**config.mk**
```make
export PLATFORM = sky130hd
export DESIGN_NAME = ips_sequencer
export DESIGN_NICKNAME = d
export VERILOG_FILES = /design/src/hdl/ips_pkg.sv /design/src/hdl/ips_sequencer.sv
export VERILOG_INCLUDE_DIRS = /design/src /design/src/hdl
export SDC_FILE = /design/constraint.sdc
export NUM_CORES = 1
export LEC_CHECK = 0
export BUFFER_PORTS_ARGS = -buffer_cell sky130_fd_sc_hd__clkbuf_2
export CAP_MARGIN = 10
export CORE_MARGIN = 1
export CORE_UTILIZATION = 55
export DETAILED_ROUTE_END_ITERATION = 8
export PLACE_DENSITY = 0.79
export SLEW_MARGIN = 20
export SYNTH_ARGS = -nofsm -noshare
export SYNTH_HDL_FRONTEND = slang
export SYNTH_SLANG_ARGS = --single-unit
```
**constraint.sdc**
```tcl
create_clock -name clk -period 5.4 [get_ports clk]
set_input_delay 0.54 -clock clk [delete_from_list [all_inputs] [get_ports clk]]
set_output_delay 0.54 -clock clk [all_outputs]
set_load 0.01 [all_outputs]
```
**src/hdl/ips_map.svh**
```systemverilog
// constants of the program sequencer: timing, frame layout, reset values
`ifndef IPS_MAP_SVH
`define IPS_MAP_SVH

// system clock rate
`define IPS_CLK_MHZ         200
// pin transition windows and pulse times
`define IPS_ENTER_TIME_US   1000
`define IPS_EXIT_TIME_US    1000
`define IPS_ERASE_TIME_US   100000
`define IPS_PROG_PULSE_NS   1000
`define IPS_READ_PULSE_NS   1000
// serial frame layout, first bit shifted lands in bit 0
`define IPS_FRAME_BITS      5'h18
`define IPS_OP_LSB          0
`define IPS_ADDR_LSB        8
`define IPS_DATA_LSB        16
// storage and reset values
`define IPS_ARRAY_WORDS     16
`define IPS_FIFO_DEPTH      4
`define IPS_ERASED_WORD     8'hFF
`define IPS_ID_DEFAULT      16'h5A3C

`endif

```
**src/hdl/ips_pkg.sv**
```systemverilog
// types shared by the program sequencer
package ips_pkg;

  // gray codes along idle, enter, ready, pulse
  typedef enum logic [2:0] {
    IPS_IDLE  = 3'h0,
    IPS_ENTER = 3'h1,
    IPS_READY = 3'h3,
    IPS_PULSE = 3'h2,
    IPS_EXIT  = 3'h6
  } ips_state_t;

  // serial commands
  typedef enum logic [7:0] {
    IPS_OP_NOP     = 8'h00,
    IPS_OP_ENTER   = 8'h01,
    IPS_OP_IDCODE  = 8'h02,
    IPS_OP_ERASE   = 8'h03,
    IPS_OP_PROGRAM = 8'h04,
    IPS_OP_VERIFY  = 8'h05,
    IPS_OP_EXIT    = 8'h06
  } ips_op_t;

endpackage

```
**src/hdl/ips_sequencer.sv**
```systemverilog
// in-system programming sequencer behind the serial test pins, with its command fifo
`timescale 1ns/1ps
`default_nettype none
`include "ips_map.svh"
// Summary of operation
// - instructions, address, data enter serially; read-back data leaves serially on tdo
// - entry lasts 1 ms, pins move smoothly from user to programming mode
// - device supplies its identifier on request before program or verify
// - after erase command one 100 ms pulse erases the whole array
// - each address: shift address and data, pulse writes those cells
// - each address: shift address, read pulse, cell contents shifted out
// - exit lasts 1 ms, pins return smoothly to user mode

// small first-in first-out buffer
module ips_fifo #(
  parameter int unsigned WIDTH = 24,
  parameter int unsigned DEPTH = 4
) (
  // clock and reset
  input  wire logic             clk,
  input  wire logic             reset,
  // filling side
  input  wire logic             in_valid,
  output logic                  in_ready,
  input  wire logic [WIDTH-1:0] in_data,
  // draining side
  output logic                  out_valid,
  input  wire logic             out_ready,
  output logic [WIDTH-1:0]      out_data
);
  localparam int unsigned AW = $clog2(DEPTH);

  logic [WIDTH-1:0] mem [DEPTH];
  logic [AW-1:0]    wr_ptr;
  logic [AW-1:0]    rd_ptr;
  logic [AW:0]      count;
  logic             wr;
  logic             rd;

  // wrap at depth so non power of two depths also work
  function automatic logic [AW-1:0] ptr_next(input logic [AW-1:0] p);
    ptr_next = (p == AW'(DEPTH - 1)) ? '0 : p + 1'b1;
  endfunction

  // handshakes and flags
  assign in_ready  = (count != (AW + 1)'(DEPTH));
  assign out_valid = (count != '0);
  assign out_data  = mem[rd_ptr];
  assign wr        = in_valid & in_ready;
  assign rd        = out_valid & out_ready;

  // storage
  always_ff @(posedge clk) begin
    if (wr) begin
      mem[wr_ptr] <= in_data;
    end
  end

  // pointers and fill level
  always_ff @(posedge clk) begin
    if (reset) begin
      wr_ptr <= '0;
      rd_ptr <= '0;
      count  <= '0;
    end else begin
      if (wr) begin
        wr_ptr <= ptr_next(wr_ptr);
      end
      if (rd) begin
        rd_ptr <= ptr_next(rd_ptr);
      end
      if (wr && !rd) begin
        count <= count + 1'b1;
      end else if (rd && !wr) begin
        count <= count - 1'b1;
      end
    end
  end
endmodule // ips_fifo

// device side of the programming flow
module ips_sequencer #(
  parameter int unsigned ENTER_CYCLES = `IPS_ENTER_TIME_US * `IPS_CLK_MHZ,
  parameter int unsigned EXIT_CYCLES  = `IPS_EXIT_TIME_US * `IPS_CLK_MHZ,
  parameter int unsigned ERASE_CYCLES = `IPS_ERASE_TIME_US * `IPS_CLK_MHZ,
  // identifier value is arbitrary
  parameter logic [15:0] ID_CODE      = `IPS_ID_DEFAULT
) (
  // clock and reset
  input  wire logic clk,
  input  wire logic reset,
  // serial test pins
  input  wire logic tck,
  input  wire logic tdi,
  input  wire logic shift_sel,
  output logic      tdo,
  // mode and flow status
  output logic      io_prog_mode,
  output logic      prog_ready,
  output logic      cmd_ready
);
  localparam int unsigned PROG_CYCLES = `IPS_PROG_PULSE_NS * `IPS_CLK_MHZ / 1000;
  localparam int unsigned READ_CYCLES = `IPS_READ_PULSE_NS * `IPS_CLK_MHZ / 1000;

  logic [2:0]               pin_s1;
  logic [2:0]               pin_s2;
  logic [2:0]               pin_s3;
  logic [2:0]               pin_q;
  logic [2:0]               pin_prev;
  logic                     tck_rise;
  logic                     tck_fall;
  logic                     sel_q;
  logic                     sel_fall;
  logic [23:0]              shift_in;
  logic [4:0]               bit_cnt;
  logic                     push;
  logic                     fifo_in_ready;
  logic                     fifo_out_valid;
  logic [23:0]              fifo_out_data;
  logic                     take;
  ips_pkg::ips_op_t         op;
  ips_pkg::ips_state_t      state;
  logic [31:0]              timer;
  ips_pkg::ips_op_t         cur_op;
  logic [3:0]               cur_addr;
  logic [7:0]               cur_data;
  logic                     pulse_end;
  logic [7:0]               cells [`IPS_ARRAY_WORDS];
  logic [15:0]              shift_out;

  // three stage sync; a level counts once stages two and three agree
  always_ff @(posedge clk) begin
    if (reset) begin
      pin_s1   <= 3'h0;
      pin_s2   <= 3'h0;
      pin_s3   <= 3'h0;
      pin_q    <= 3'h0;
      pin_prev <= 3'h0;
    end else begin
      pin_s1   <= {shift_sel, tdi, tck};
      pin_s2   <= pin_s1;
      pin_s3   <= pin_s2;
      pin_q    <= (pin_s2 & pin_s3) | (pin_q & (pin_s2 ^ pin_s3));
      pin_prev <= pin_q;
    end
  end

  // filtered edges of the test clock and frame select
  assign tck_rise = pin_q[0] & ~pin_prev[0];
  assign tck_fall = ~pin_q[0] & pin_prev[0];
  assign sel_q    = pin_q[2];
  assign sel_fall = ~pin_q[2] & pin_prev[2];

  // serial frame capture
  // count saturates so an overlong frame never matches and is dropped
  always_ff @(posedge clk) begin
    if (reset) begin
      shift_in <= 24'h000000;
      bit_cnt  <= 5'h00;
    end else if (sel_q && tck_rise) begin
      shift_in <= {pin_q[1], shift_in[23:1]};
      if (bit_cnt != 5'h1F) begin
        bit_cnt <= bit_cnt + 5'h01;
      end
    end else if (!sel_q) begin
      bit_cnt <= 5'h00;
    end
  end

  // a whole frame is queued when the select drops, unless the fifo is full
  assign push = sel_fall && (bit_cnt == `IPS_FRAME_BITS);

  // commands wait here while a long pulse runs
  ips_fifo #(
    .WIDTH (24),
    .DEPTH (`IPS_FIFO_DEPTH)
  ) u_fifo (
    .clk       (clk),
    .reset     (reset),
    .in_valid  (push),
    .in_ready  (fifo_in_ready),
    .in_data   (shift_in),
    .out_valid (fifo_out_valid),
    .out_ready (take),
    .out_data  (fifo_out_data)
  );

  // programmer must hold off new frames while this is low
  always_ff @(posedge clk) begin
    if (reset) begin
      cmd_ready <= 1'b0;
    end else begin
      cmd_ready <= fifo_in_ready;
    end
  end

  // drain stalls during timed windows, which lets the fifo fill
  assign take = fifo_out_valid
             && (state == ips_pkg::IPS_IDLE || state == ips_pkg::IPS_READY);
  assign op   = ips_pkg::ips_op_t'(fifo_out_data[`IPS_OP_LSB +: 8]);
  assign pulse_end = (state == ips_pkg::IPS_PULSE) && (timer == 32'h00000000);

  // flow state, window timer and pin mode
  always_ff @(posedge clk) begin
    if (reset) begin
      state        <= ips_pkg::IPS_IDLE;
      timer        <= 32'h00000000;
      io_prog_mode <= 1'b0;
      prog_ready   <= 1'b0;
      cur_op       <= ips_pkg::IPS_OP_NOP;
      cur_addr     <= 4'h0;
      cur_data     <= 8'h00;
    end else begin
      if (timer != 32'h00000000) begin
        timer <= timer - 32'h00000001;
      end
      unique case (state)
        ips_pkg::IPS_IDLE: begin
          // pins leave user mode at the start of entry
          if (take && op == ips_pkg::IPS_OP_ENTER) begin
            state        <= ips_pkg::IPS_ENTER;
            timer        <= 32'(ENTER_CYCLES - 1);
            io_prog_mode <= 1'b1;
          end
        end
        ips_pkg::IPS_ENTER: begin
          // commands accepted only after the full window
          if (timer == 32'h00000000) begin
            state      <= ips_pkg::IPS_READY;
            prog_ready <= 1'b1;
          end
        end
        ips_pkg::IPS_READY: begin
          if (take) begin
            cur_op   <= op;
            cur_addr <= fifo_out_data[`IPS_ADDR_LSB +: 4];
            cur_data <= fifo_out_data[`IPS_DATA_LSB +: 8];
            unique case (op)
              ips_pkg::IPS_OP_ERASE: begin
                state <= ips_pkg::IPS_PULSE;
                timer <= 32'(ERASE_CYCLES - 1);
              end
              ips_pkg::IPS_OP_PROGRAM: begin
                state <= ips_pkg::IPS_PULSE;
                timer <= 32'(PROG_CYCLES - 1);
              end
              ips_pkg::IPS_OP_VERIFY: begin
                state <= ips_pkg::IPS_PULSE;
                timer <= 32'(READ_CYCLES - 1);
              end
              ips_pkg::IPS_OP_EXIT: begin
                state      <= ips_pkg::IPS_EXIT;
                timer      <= 32'(EXIT_CYCLES - 1);
                prog_ready <= 1'b0;
              end
              default: begin
              end
            endcase
          end
        end
        ips_pkg::IPS_PULSE: begin
          if (timer == 32'h00000000) begin
            state <= ips_pkg::IPS_READY;
          end
        end
        ips_pkg::IPS_EXIT: begin
          // pins return to user mode only after the window
          if (timer == 32'h00000000) begin
            state        <= ips_pkg::IPS_IDLE;
            io_prog_mode <= 1'b0;
          end
        end
        default: begin
          state <= ips_pkg::IPS_IDLE;
        end
      endcase
    end
  end

  // nonvolatile array, erased by reset; otherwise cells change only at the end of a pulse
  always_ff @(posedge clk) begin
    if (reset) begin
      for (int i = 0; i < `IPS_ARRAY_WORDS; i++) begin
        cells[i] <= `IPS_ERASED_WORD;
      end
    end else if (pulse_end && cur_op == ips_pkg::IPS_OP_ERASE) begin
      for (int i = 0; i < `IPS_ARRAY_WORDS; i++) begin
        cells[i] <= `IPS_ERASED_WORD;
      end
    end else if (pulse_end && cur_op == ips_pkg::IPS_OP_PROGRAM) begin
      cells[cur_addr] <= cur_data;
    end
  end

  // read-back register; a load wins over a shift in the same cycle
  always_ff @(posedge clk) begin
    if (reset) begin
      shift_out <= 16'h0000;
      tdo       <= 1'b0;
    end else if (take && state == ips_pkg::IPS_READY && op == ips_pkg::IPS_OP_IDCODE) begin
      shift_out <= ID_CODE;
    end else if (pulse_end && cur_op == ips_pkg::IPS_OP_VERIFY) begin
      shift_out <= {8'h00, cells[cur_addr]};
    end else if (sel_q && tck_fall) begin
      // one bit out per falling test clock edge
      tdo       <= shift_out[0];
      shift_out <= {1'b0, shift_out[15:1]};
    end
  end
endmodule // ips_sequencer
`default_nettype wire

```
==> summary.txt <==
Finish
  – Ant diodes: 0
  – Layout cells sized above 1: between 10% and 20%
  – Final nets: between 1000 and 1500
  – P&R area growth vs syn: 9.52%

Synth
  – Synth unique cells: 64
  – Synth Flop Type: edfxtp_1
  – Yosys reg bits: approximately 340
  – Cells after synthesis: between 1000 and 1500
  – Synth top area cells: edfxtp_1 (44%), dfxtp_1 (18%), mux4_2 (9.6%), nand2_1 (6.6%), a21oi_1 (2.8%)
  – Yosys Warn Count: 0
  – Mean area per synthesized cell: ~13 um^2
  – Ys async rst share: 0%
  – Post-synth EDFFs: approximately 210
  – Seq/Total Area, Yosys: between 60% and 70%
  – Area fraction of the dominant cell type after synthesis: 44.2%
  – Syn Nets: 1127
  – Yosys top cell by area: edfxtp_1
  – Cell Area, Synth: about 14000 um^2

Setup path
  – Largest stage delay, worst path: 1000 ps
  – CP Class: register to register
  – Type of origin of the critical path: register
  – Crit path DAT: roughly 3800 ps
  – Delay-heaviest family, CP: simple AND/OR/NAND/NOR gates
  – Maximum fanout along the worst path: 8
  – Crit-path cells: or4_4, nor4b_4, and4_1, nand4b_2, o21ai_0
  – Buf+Inv Stages, Crit Path: 0
  – Critical Path End Type: register
  – Crit-path slowest cell: o21ai_0
  – WP data required: ~5500 ps

Clocking
  – Reg clk slew, reported paths: around 60 ps
  – Worst skew pair latency: approximately 530 ps
  – Post-CTS setup buffers: 0
  – CTS max path bufs: 3
  – CTS root buffer: clkbuf_16
  – CTS tree: yes
  – CTS Sinks: around 340
  – H-tree levels: 2
  – Total CTS buffers: 35
  – CTS Hold Bufs: 0
  – Post-CTS sizing: 0

Timing
  – Final worst-path cycle share: between 60 and 70%
  – Final count of pins violating max slew: 0
  – Final period demand of the worst path: approximately 3700 ps
  – Setup TNS Final: 0 ps
  – Unrepaired setup endpoints after global routing: no
  – Final hold viol count: 0
  – Final Setup Violations: 0
  – Post-route clock skew: 27.6 ps
  – Max Freq: roughly 270 MHz
  – Rel. slew slack: 24.2%
  – Worst Max-Slew Pin Slew: 1130 ps

Die
  – Die area: approximately 26000 um^2
  – Initial Util: between 50 and 60%
  – Die H: between 150 and 200 um
  – CORE AREA: 25200 um^2
  – Row count: 58
  – Die Wd: about 160 um
  – Ports: 9

Global route
  – Vias in the first global route: about 8500
  – Grt ovf: 0
  – Largest net degree at the start of global routing: 70
  – Antenna violations before repair: 1
  – GRT Resource Usage Total: a little under a quarter
  – First-pass GRT wire length: about 46000 um

Routing
  – Wire per inst: approximately 20 um
  – DRC Markers: 0
  – Via/cell ratio: 5.95
  – Routed Antenna Nets: 0
  – Routed vias: ~8600
  – Final WL: about 30000 um
  – DRT iter0 DRCs: 1075
  – Drt pass-1 iters: 6

Power
  – Static Leak: 4.70 nW
  – VDD IR max: roughly 250 uV
  – Power per standard cell area: 414 nW/um^2
  – Power, Total: around 6.4 mW

Placement
  – Count of input and output buffers: 8
  – Gp weighted congestion: 0.853
  – DP HPWL: about 19000 um

Status
  – Status: completed

Hold path
  – Worst Hold Class: input pin to register

Flow run
  – Max cap viols: 0
==> layer usage <==
layer	GRT usage, %	vias up	wire [um]
li1	-	3983	-
met1	28.9	4233	11600
met2	38.6	347	14600
met3	5.31	67	2180
met4	8.88	2	882
met5	0	-	18
==> per-stage QoR <==
step / util, % / instances / hold slack [ps] / setup WS (ps) / area (um^2)
6_report: 61.4 / 1450 / 229 / 1730 / 15500
2_1_floorplan: - / 1108 / 414 / 2450 / 14100
3_3_place_gp: 56.7 / 1385 / 417 / 1880 / 14300
4_1_cts: 61.3 / 1449 / 217 / 1720 / 15400
5_1_grt: 61.4 / 1450 / 265 / 1490 / 15500
3_5_place_dp: 56.7 / 1385 / 427 / 1780 / 14300
==> synthesized netlist by cell type, types with 4 or more instances <==
cell type / number
o21ai_0: 22
or4_1: 6
nor4_1: 12
buf_1: 14
nand2b_1: 6
nor3_1: 8
inv_1: 10
o211a_1: 4
and3_1: 4
buf_6: 8
buf_2: 6
and2_1: 5
ha_1: 13
nand3_1: 10
or3_1: 5
nor2_1: 65
mux4_2: 60
nand3b_1: 5
nand2_1: 249
clkbuf_1: 34
nand4_1: 4
xnor2_1: 17
nor2_4: 8
xor2_1: 16
dfxtp_1: 130
mux2_2: 8
nor2b_1: 24
a21oi_1: 78
a31oi_1: 4
edfxtp_1: 208
mux2i_1: 17
==> where the power goes <==
part,leakage (nW),switching [mW],internal [mW]
combinational,1.48,0.576,0.462
clock,0.564,0.960,1.43
sequential,2.66,0.148,2.83
==> layout by cell type (no fill, tap or decap), drive strengths merged, types with 8 or more instances in the layout <==
cell type | Yosys | final
nand2 | 249 | 249
edfxtp | 208 | 208
dfxtp | 130 | 130
a21oi | 78 | 78
nor2 | 73 | 73
mux4 | 60 | 60
clkbuf | 34 | 60
nor2b | 24 | 24
o21ai | 24 | 24
mux2i | 17 | 17
xnor2 | 17 | 17
xor2 | 16 | 16
nor4 | 14 | 14
ha | 13 | 13
inv | 10 | 11
nand3 | 10 | 10
mux2 | 8 | 8
nor3 | 8 | 8
==> logic make-up (layout without fill, tap and decap cells) <==
family / Yosys count / after routing / synth area share, %
AOI/OAI and AO/OA: 127 / 127 / 5.18
adders and majority gates: 14 / 14 / 1.29
DFF: 338 / 338 / 62.7
buffers and inverters: 75 / 87 / 2.55
xor gates and xnor gates: 33 / 33 / 2.05
muxes: 85 / 85 / 11.4
and+or+nand+nor: 436 / 436 / 14.8
==> registers in the layout, indices dropped and copies added (netlist names), 4 cells and up, named ones only <==
name	flops
cur_data	8
timer	32
cells	128
cur_addr	4
u_fifo.mem	80
bit_cnt	5
shift_in	24
shift_out	15
cur_op	8
==> worst paths after layout <==
| kind | from | end | slack [ps] | depth (start not counted) |
|---|---|---|---|---|
| min reg2reg | pin_s1[2] | pin_s2[2] | 430 | 1 |
| max reg2reg | timer[3] | cells[1][0] | 1730 | 5 |
| max | timer[3] | cells[1][0] | 1730 | 5 |
| min | tck | pin_s1[0] | 230 | 2 |
==> final cells by class <==
cell class | count | area, um^2
multi-input combinational | 695 | 4920
tap | 330 | 413
clock buffer | 53 | 1040
sequential | 338 | 8850
timing repair buffer | 13 | 83.8
fill | 1790 | 9720
clock inverter | 11 | 124
inverter | 10 | 37.5
Power figures use the tool's default switching activity.
